===== config.mk =====
export PLATFORM = sky130hd
export DESIGN_NAME = ems_event_status
export DESIGN_NICKNAME = d
export VERILOG_FILES = /design/src/ems_pkg.sv /design/src/ems_pulse_tap.sv /design/src/ems_event_status.sv
export SDC_FILE = /design/constraint.sdc
export NUM_CORES = 1
export LEC_CHECK = 0
export BUFFER_PORTS_ARGS = -buffer_cell sky130_fd_sc_hd__buf_4
export CORE_ASPECT_RATIO = 0.5
export CORE_MARGIN = 2
export CORE_UTILIZATION = 41
export DETAILED_ROUTE_END_ITERATION = 10
export GPL_ROUTABILITY_DRIVEN = 0
export GPL_TIMING_DRIVEN = 0
export PLACE_DENSITY = 0.83
export RECOVER_POWER = 50
export SLEW_MARGIN = 30
export SYNTH_ARGS = -nofsm -noshare
export SYNTH_HDL_FRONTEND = slang
export SYNTH_SLANG_ARGS = --single-unit

===== constraint.sdc =====
create_clock -name CORE_CLK -period 1.2 [get_ports CORE_CLK]
set_input_delay 0.18 -clock CORE_CLK [delete_from_list [all_inputs] [get_ports CORE_CLK]]
set_output_delay 0.18 -clock CORE_CLK [all_outputs]
set_load 0.005 [all_outputs]

===== src/ems_pkg.sv =====
package ems_pkg;
  // register map: the event status word sits at its 16-bit host address
  localparam logic [15:0] EVENT_STATUS_LOW_ADDR = 16'hE502;
  localparam logic [31:0] EVENT_STATUS_LOW_RST = 32'h0000_0000;
  // bits 31:19 never hold a flag
  localparam logic [31:0] RESERVED_MASK = 32'hFFF8_0000;

  // flag positions inside the event status word
  localparam int TOTAL_ACTIVE_HALF_FLAG = 0;
  localparam int FUND_ACTIVE_HALF_FLAG = 1;
  localparam int TOTAL_REACTIVE_HALF_FLAG = 2;
  localparam int FUND_REACTIVE_HALF_FLAG = 3;
  localparam int APPARENT_HALF_FLAG = 4;
  localparam int LINE_CYCLE_DONE_FLAG = 5;
  localparam int PHASE_ACTIVE_SIGN_FLAG0 = 6;
  localparam int SUM_ONE_SIGN_FLAG = 9;
  localparam int PHASE_REACTIVE_SIGN_FLAG0 = 10;
  localparam int SUM_TWO_SIGN_FLAG = 13;
  localparam int PULSE_FALL_FLAG0 = 14;
  localparam int DSP_CYCLE_DONE_FLAG = 17;
  localparam int SUM_THREE_SIGN_FLAG = 18;

  // field positions inside the power sign register
  localparam int PHASE_ACTIVE_SIGN0 = 0;
  localparam int SUM_ONE_SIGN = 3;
  localparam int PHASE_REACTIVE_SIGN0 = 4;
  localparam int SUM_TWO_SIGN = 7;
  localparam int SUM_THREE_SIGN = 8;
  localparam logic [8:0] POWER_SIGN_RST = 9'h000;

  // pulse selector field width and the idle level of a pulse pin
  localparam int PULSE_SEL_W = 3;
  localparam logic PULSE_IDLE = 1'b1;
endpackage


===== src/ems_pulse_tap.sv =====
`timescale 1ns/100ps
// one pulse output: picks the power type, drives the pin, reports falling edges
module ems_pulse_tap #(
  parameter int NSRC = 8
) (
  input wire logic clk,
  input wire logic rst_n,
  input wire logic [NSRC-1:0] sources,
  input wire logic [ems_pkg::PULSE_SEL_W-1:0] sel,
  input wire logic dis,
  output logic pin,
  output logic fall
);
  typedef struct packed {
    logic last;
    logic pin;
  } ems_tap_state_t;

  ems_tap_state_t q;
  ems_tap_state_t d;
  logic cur;

  // the chosen source drives the pin unless disabled; the edge is seen regardless
  always_comb begin
    cur = sources[sel];
    d.last = cur;
    d.pin = dis ? ems_pkg::PULSE_IDLE : cur;
  end

  // last starts idle, so a source already low at the release of reset reads as a falling edge
  always_ff @(posedge clk) begin
    if (!rst_n) begin
      q.last <= ems_pkg::PULSE_IDLE;
      q.pin <= ems_pkg::PULSE_IDLE;
    end else begin
      q <= d;
    end
  end

  assign fall = q.last & ~cur;
  assign pin = q.pin;
endmodule // ems_pulse_tap


===== src/ems_event_status.sv =====
`timescale 1ns/100ps
// How it works
// bit 0 sets when bit 30 of any total active energy changes.
// bit 1 sets on fundamental active bit 30 change; zero without fundamental.
// bit 2 sets on total reactive bit 30 change; zero without reactive.
// bit 3 sets on fundamental reactive bit 30 change; zero without fundamental.
// bit 4 sets when bit 30 of any apparent energy changes.
// bit 5 sets at end of line-cycle integration in line-cycle mode.
// bits 6-8 flag active power sign flips; sign kept in bits 0-2.
// bits 10-12 flag reactive power sign flips; sign kept in bits 4-6.
// bit 9 flags sign flip of first pulse path sum; sign bit 3.
// bit 13 flags sign flip of second pulse path sum; sign bit 7.
// bit 18 flags sign flip of third pulse path sum; sign bit 8.
// bits 14-16 set on pulse falling edges, even when pin disabled.
// each pulse output carries the power type its selector picks.
// bit 17 sets when the periodic dsp cycle completes.
// bits 31:19 always read zero.
// flags hold until host writes one; writing zero changes nothing.
// event in same cycle as its clear keeps the flag set.
module ems_event_status #(
  parameter bit HAS_FUND = 1'b1,
  parameter bit HAS_REACTIVE = 1'b1,
  parameter int NSRC = 8
) (
  input wire logic CORE_CLK,
  input wire logic RESET_N,
  input wire logic [15:0] REG_ADDR,
  input wire logic REG_WR,
  input wire logic [31:0] REG_WDATA,
  input wire logic REG_RD,
  output logic [31:0] REG_RDATA,
  input wire logic [2:0] TOTAL_ACTIVE_B30,
  input wire logic [2:0] FUND_ACTIVE_B30,
  input wire logic [2:0] TOTAL_REACTIVE_B30,
  input wire logic [2:0] FUND_REACTIVE_B30,
  input wire logic [2:0] APPARENT_B30,
  input wire logic LINE_CYCLE_MODE,
  input wire logic LINE_CYCLE_END,
  input wire logic ACTIVE_SIGN_SOURCE_SELECT,
  input wire logic REACTIVE_SIGN_SOURCE_SELECT,
  input wire logic [2:0] TOTAL_ACTIVE_NEG,
  input wire logic [2:0] FUND_ACTIVE_NEG,
  input wire logic [2:0] TOTAL_REACTIVE_NEG,
  input wire logic [2:0] FUND_REACTIVE_NEG,
  input wire logic [2:0] SUM_NEG,
  input wire logic [NSRC-1:0] PULSE_SOURCES_N,
  input wire logic [3*ems_pkg::PULSE_SEL_W-1:0] PULSE_SOURCE_SEL,
  input wire logic [2:0] PULSE_DISABLE,
  output logic [2:0] PULSE_OUT_N,
  input wire logic DSP_CYCLE_END,
  output logic [31:0] EVENT_STATUS_LOW,
  output logic [8:0] POWER_SIGN
);
  typedef struct packed {
    logic armed;
    logic [2:0] tae;
    logic [2:0] fae;
    logic [2:0] tre;
    logic [2:0] fre;
    logic [2:0] ape;
    logic [31:0] status;
    logic [8:0] sign;
    logic [31:0] rdata;
  } ems_state_t;

  ems_state_t q;
  ems_state_t d;
  logic [31:0] ev;
  logic [31:0] clr;
  logic [31:0] keep;
  logic [2:0] act_sign;
  logic [2:0] react_sign;
  logic [2:0] fall;

  // single address decode shared by the read and the write path
  function automatic logic hit(input logic [15:0] addr);
    hit = (addr == ems_pkg::EVENT_STATUS_LOW_ADDR);
  endfunction

  // three pulse taps, one per output, each with its own 3-bit selector
  genvar gi;
  generate
    for (gi = 0; gi < 3; gi++) begin : g_tap
      ems_pulse_tap #(
        .NSRC(NSRC)
      ) u_tap (
        .clk(CORE_CLK),
        .rst_n(RESET_N),
        .sources(PULSE_SOURCES_N),
        .sel(PULSE_SOURCE_SEL[gi*ems_pkg::PULSE_SEL_W +: ems_pkg::PULSE_SEL_W]),
        .dis(PULSE_DISABLE[gi]),
        .pin(PULSE_OUT_N[gi]),
        .fall(fall[gi])
      );
    end
  endgenerate

  // sign sources follow the accumulation mode selects; only a missing reactive measurement reads positive
  always_comb begin
    act_sign = ACTIVE_SIGN_SOURCE_SELECT ? FUND_ACTIVE_NEG : TOTAL_ACTIVE_NEG;
    react_sign = REACTIVE_SIGN_SOURCE_SELECT ? FUND_REACTIVE_NEG : TOTAL_REACTIVE_NEG;
    if (!HAS_REACTIVE) begin
      react_sign = 3'h0;
    end
  end

  // event collection; comparisons wait one cycle after reset for a baseline
  always_comb begin
    ev = 32'h0000_0000;
    ev[ems_pkg::TOTAL_ACTIVE_HALF_FLAG] = q.armed & |(TOTAL_ACTIVE_B30 ^ q.tae);
    ev[ems_pkg::FUND_ACTIVE_HALF_FLAG] =
      HAS_FUND & q.armed & |(FUND_ACTIVE_B30 ^ q.fae);
    ev[ems_pkg::TOTAL_REACTIVE_HALF_FLAG] =
      HAS_REACTIVE & q.armed & |(TOTAL_REACTIVE_B30 ^ q.tre);
    ev[ems_pkg::FUND_REACTIVE_HALF_FLAG] =
      HAS_FUND & HAS_REACTIVE & q.armed & |(FUND_REACTIVE_B30 ^ q.fre);
    ev[ems_pkg::APPARENT_HALF_FLAG] = q.armed & |(APPARENT_B30 ^ q.ape);
    ev[ems_pkg::LINE_CYCLE_DONE_FLAG] = LINE_CYCLE_MODE & LINE_CYCLE_END;
    for (int i = 0; i < 3; i++) begin
      ev[ems_pkg::PHASE_ACTIVE_SIGN_FLAG0 + i] =
        q.armed & (act_sign[i] ^ q.sign[ems_pkg::PHASE_ACTIVE_SIGN0 + i]);
      ev[ems_pkg::PHASE_REACTIVE_SIGN_FLAG0 + i] =
        q.armed & (react_sign[i] ^ q.sign[ems_pkg::PHASE_REACTIVE_SIGN0 + i]);
      ev[ems_pkg::PULSE_FALL_FLAG0 + i] = fall[i];
    end
    ev[ems_pkg::SUM_ONE_SIGN_FLAG] = q.armed & (SUM_NEG[0] ^ q.sign[ems_pkg::SUM_ONE_SIGN]);
    ev[ems_pkg::SUM_TWO_SIGN_FLAG] = q.armed & (SUM_NEG[1] ^ q.sign[ems_pkg::SUM_TWO_SIGN]);
    ev[ems_pkg::SUM_THREE_SIGN_FLAG] =
      q.armed & (SUM_NEG[2] ^ q.sign[ems_pkg::SUM_THREE_SIGN]);
    ev[ems_pkg::DSP_CYCLE_DONE_FLAG] = DSP_CYCLE_END;
  end

  // write-one-to-clear; the event term is or-ed in last so a clash keeps the flag
  always_comb begin
    clr = (REG_WR && hit(REG_ADDR)) ? REG_WDATA : 32'h0000_0000;
    keep = q.status & ~clr;
    d = q;
    d.armed = 1'b1;
    d.tae = TOTAL_ACTIVE_B30;
    d.fae = FUND_ACTIVE_B30;
    d.tre = TOTAL_REACTIVE_B30;
    d.fre = FUND_REACTIVE_B30;
    d.ape = APPARENT_B30;
    d.status = (keep | ev) & ~ems_pkg::RESERVED_MASK;
    d.sign = {SUM_NEG[2], SUM_NEG[1], react_sign, SUM_NEG[0], act_sign};
    if (REG_RD) begin
      d.rdata = hit(REG_ADDR) ? q.status : 32'h0000_0000; // unmapped reads answer zero
    end
  end

  always_ff @(posedge CORE_CLK) begin
    if (!RESET_N) begin
      q.armed <= 1'b0;
      q.tae <= 3'h0;
      q.fae <= 3'h0;
      q.tre <= 3'h0;
      q.fre <= 3'h0;
      q.ape <= 3'h0;
      q.status <= ems_pkg::EVENT_STATUS_LOW_RST;
      q.sign <= ems_pkg::POWER_SIGN_RST;
      q.rdata <= 32'h0000_0000;
    end else begin
      q <= d;
    end
  end

  assign REG_RDATA = q.rdata;
  assign EVENT_STATUS_LOW = q.status;
  assign POWER_SIGN = q.sign;
endmodule // ems_event_status


==> reports/results.md <==
| Stage | Result | Reported |
| --- | --- | --- |
| pwr | Power Density | 1201 nW/um^2 |
| cts | Hold buffer count at CTS | 0 |
| sta | Post-route worst setup slack | 0.04644 ns |
| routing | Routed wire per std cell | 13.60 um |
| status | Result of the run | completed |
| synth | Synthesized-area fraction occupied by ao, oa, aoi and oai cells | 12.20% |
| setup path | Number of stages on the worst setup path | 5 |
| die | Chip Height | 69.30 um |
| finish | Antenna Diode Count | 0 |
| synth | Post-synthesis instance total | 368 |
| synth | XOR/XNOR share of the synthesized area | 6.013% |
| setup path | Launching element type of the critical path | input pin |
| cts | Clock Path Buffers | 2 |
| cts | Clock buffer count from CTS | 9 |
| min path | Hold Crit Class | in -> reg |
| sta | Final number of setup-violating endpoints | 0 |
| synth | Ys Warns | 0 |
| pwr | Part of the power in combinational logic | 16.9% |
| pwr | Switch share | 23.41% |
| synth | Proportion of synthesized flip-flops having asynchronous set or reset | 0% |
| synth | Mux cell area share after synthesis | 7.087% |
| global routing | Sum of overflow across all layers after global routing | 0 |
| pwr | Static power due to leakage | 2.435 nW |
| die | Site row count | 23 |
| synth | Synthesized cell area | 3496 sq um |
| setup path | Cells along the critical path | buf_4 -> mux4_2 -> mux2i_4 -> nand2_1 -> or2_1 |
| setup path | Crit Reg-Reg Endpoint | EVENT_STATUS_LOW[4]$_SDFF_PN0_ |
| synth | Share of synthesized cell area in and, or, nand and nor gates | 16.14% |
| synth | Number of flops mapped to enable cells by yosys | 0 |
| synth | Top-area cell type share of the netlist area | 39.51% |
| setup path | Delay of the slowest cell on the worst path | 0.53 ns |
| finish | Cell Count, Final, Fillers Out | 663 |
| routing | Antenna violation net count after detailed routing | 0 |
| synth | Unique cell type count in the Yosys netlist | 28 |
| cts | Clock slew seen by the registers of the worst setup and hold paths | 0.06 ns |
| setup path | Cell family contributing the most delay on the critical path | multiplexers |
| pwr | Sw Pwr | 1.445 mW |
| sta | Max-slew violation count | 0 |
| finish | Nets | 653 |
| synth | Synth Area per Inst | 9.500 sq um |
| routing | 1st-iter DRT viols | 136 |
| routing | Vias after detailed routing | 2946 |
| cts | CTS tree | built |
| setup path | Startpoint of the lowest-slack register-to-register path | q[88]$_DFF_P_ |
| die | X dimension of the die | 134.6 um |
| cts | CTS root buf | sky130_fd_sc_hd__clkbuf_16 |
| finish | Area growth from synthesis to layout | 46.96% |
| pwr | Clock power share | 42.3% |
| cts | Clock latency at the later pin of the worst-skew pair | 0.32 ns |
| setup path | Arrival @ worst endpoint | 1.36 ns |
| sta | Final hold viol count | 0 |
| finish | Fraction of final layout cells sized beyond drive strength 1 | 45.92% |
| routing | Vias per std cell | 4.443 |
| sta | Max Fclk | 866.9 MHz |
| setup path | Critical-path top delay cell | sky130_fd_sc_hd__mux4_2 |
| global routing | Pin count of the biggest net entering global routing | 13 |
| place | Detailed placer's ending HPWL | 6.996 mm |
| flow run | Count of maximum capacitance violations | 0 |
| setup path | R2R setup slack | 0.05 ns |
| sta | Period minus WS final | 1.154 ns |
| die | Effective utilization at floorplan | 42.93% |
| global routing | Via count of the first global-routing pass | 2802 |
| place | Pre-CTS setup slack | -0.4161 ns |
| setup path | CP Launch Point | PULSE_SOURCE_SEL[0] |
| sta | Post-Route Hold Slack | 0.03757 ns |
| setup path | CP Data Required Time | 1.41 ns |
| place | Number of placed cells counting well taps | 646 |
| setup path | Endpoint kind of the worst setup timing path | register |
| finish | Count of filler cells inserted in the layout | 655 |
| synth | Top_reg_cell synth | sky130_fd_sc_hd__dfxtp_1 |
| synth | Adder-Cell Fraction of Synth Area | 0% |
| global routing | Global routing usage summed across all routing layers | 19.11% |
| routing | Wirelength, routed | 9.019 mm |
| die | Count of boundary I/O pins | 183 |
| die | Core Box Area | 8144 sq um |
| pwr | Peak supply drop | 0.0008551 V |
| synth | Sequential element share of the synthesized area | 39.51% |
| synth | Cell type contributing the most total cell area after synthesis | sky130_fd_sc_hd__dfxtp_1 |
| routing | Post-detailed-route DRC marker count | 0 |
| synth | Largest family of logic cells by synthesized area | buffers and inverters |
| global routing | Number of antenna violations at the first check in global routing | 0 |
| synth | Ranking of synthesized cells by instance count | 77 x sky130_fd_sc_hd__buf_4, 69 x sky130_fd_sc_hd__dfxtp_1, 31 x sky130_fd_sc_hd__nand2_1 |
| synth | Most area-consuming cells after synthesis | sky130_fd_sc_hd__dfxtp_1 40%, sky130_fd_sc_hd__buf_4 17%, sky130_fd_sc_hd__mux4_1 4.5%, sky130_fd_sc_hd__xor2_1 4.5%, sky130_fd_sc_hd__a21boi_1 4.3% |
| pwr | Internal Pwr Total | 4.727 mW |
| place | Number of buffer cells added on primary ports | 141 |
| cts | Clock sink count | 69 |
| pwr | Power share of the sequential group | 40.7% |
| setup path | End point of the critical path | g_tap[0].u_tap.pin$_SDFF_PP1_ |
| setup path | Max FO, Critical Path | 2 |
| pwr | Total power draw | 6.172 mW |
| global routing | First-pass GRT wire length | 13.96 mm |
| synth | Dominant cell by count in the synthesized netlist | sky130_fd_sc_hd__buf_4 |
| setup path | WP buf/inv | 1 |
| synth | Register bit count reported by yosys | 69 |
| routing | Pre-antenna DRT Iters | 6 |
| setup path | Path depth of the worst reg2reg path | 3 |
| setup path | Critical setup path kind | in -> reg |
| sta | Final period utilization | 96.13% |
| die | Die area | 9326 sq um |
| cts | Total number of H-tree levels | 3 |
| sta | Final worst clock skew | 0.004499 ns |
-- flip-flops by register name, summed over array words and instances (netlist names) --
signal	count
g_tap.u_tap.q	3
EVENT_STATUS_LOW	19
REG_RDATA	19
POWER_SIGN	9
q	16
g_tap.u_tap.pin	3
-- layout make-up --
type                            instances  area (sq um)  area share [%]
Multi-Input combinational cell        229          1589           30.93
Sequential cell                        69          1381           26.89
Timing Repair Buffer                  142          1059           20.60
Buffer                                 94         663.1           12.91
Clock buffer                           10         239.0           4.652
Tap cell                              112         140.1           2.728
Clock inverter                          6         62.56           1.218
Inverter                                1         3.754         0.07306
-- metal layers --
layer  GRT usage, %  wire length (um)  vias up
met5              0                 0        -
met4          6.901               222        0
met3          4.898               583       24
met2          32.94              4461      127
met1          23.16              3750     1313
li1               -                 -     1482
-- what timing repair did --
| action | in CTS | in global routing |
|---|---|---|
| resized for setup | 1 | 12 |
| setup endpoints to repair | 10 | 33 |
| buffers inserted | 1 | 0 |
| pin swaps | 1 | 6 |
-- metrics by stage --
step                      area, sq um    TNS, ns  utilization, %
after detailed placement         4780     -11.40           58.69
after floorplan                  3581          0               -
after global placement           4780     -10.21           58.69
after CTS                        5090          0           62.50
after global routing             5137  -0.002799           63.08
final                            5137          0           63.08
-- logic make-up (layout without fill, tap and decap cells) --
| group | after synthesis | count (layout) |
|---|---|---|
| mux | 15 | 15 |
| xor+xnor | 24 | 24 |
| flops | 69 | 69 |
| other cells | 1 | 26 |
| buf+inv | 95 | 253 |
| simple gates | 102 | 102 |
| compound gates | 62 | 62 |
-- how the worst min path moves through the flow --
stage	start	to	slack, ns	depth (start not counted)
floorplan	RESET_N	q[88]$_DFF_P_	0.21	0
global placement	RESET_N	q[88]$_DFF_P_	0.33	1
detailed placement	RESET_N	q[88]$_DFF_P_	0.33	1
CTS	RESET_N	q[88]$_DFF_P_	0.005	1
global route	PULSE_DISABLE[1]	g_tap[1].u_tap.pin$_SDFF_PP1_	0.05	2
finish	PULSE_DISABLE[1]	g_tap[1].u_tap.pin$_SDFF_PP1_	0.04	2
-- cells in the final DEF (no fill, tap or decap), types with 3 or more instances in the layout --
cell,netlist,routed
sky130_fd_sc_hd__mux2i_1,9,8
sky130_fd_sc_hd__clkbuf_4,0,26
sky130_fd_sc_hd__o31ai_1,5,4
sky130_fd_sc_hd__buf_4,77,192
sky130_fd_sc_hd__nand3_1,19,19
sky130_fd_sc_hd__a21boi_0,14,14
sky130_fd_sc_hd__clkbuf_16,0,9
sky130_fd_sc_hd__or2_1,3,3
sky130_fd_sc_hd__nor2b_1,6,6
sky130_fd_sc_hd__clkinvlp_4,0,3
sky130_fd_sc_hd__dfxtp_1,69,69
sky130_fd_sc_hd__and2_0,0,10
sky130_fd_sc_hd__xnor2_1,6,6
sky130_fd_sc_hd__mux4_2,0,6
sky130_fd_sc_hd__a31oi_1,3,3
sky130_fd_sc_hd__xor2_1,18,18
sky130_fd_sc_hd__nand2b_1,19,19
sky130_fd_sc_hd__nand2_1,31,31
sky130_fd_sc_hd__clkbuf_1,14,14
sky130_fd_sc_hd__a21boi_1,20,20
sky130_fd_sc_hd__a31o_2,3,3
sky130_fd_sc_hd__conb_1,1,26
sky130_fd_sc_hd__and2_1,18,8
sky130_fd_sc_hd__o21ai_0,16,14
-- power groups by stage --
stage          clock network, mW  logic [mW]  registers [mW]
6_report                    2.61        1.05            2.51
5_1_grt                     2.75        1.13            2.52
4_1_cts                     2.62        1.02            2.51
3_5_place_dp                   0        1.01            2.56
3_3_place_gp                   0       0.986            2.55
2_1_floorplan                  0       0.530            2.53
-- worst reg2reg max path: stages, from the launching register on --
cell and delay, ns:
sky130_fd_sc_hd__dfxtp_1 0.45, sky130_fd_sc_hd__clkbuf_2 0.28, sky130_fd_sc_hd__o31ai_1 0.15, sky130_fd_sc_hd__a21boi_0 0.19
No activity file was read; power rests on OpenSTA's default activity.
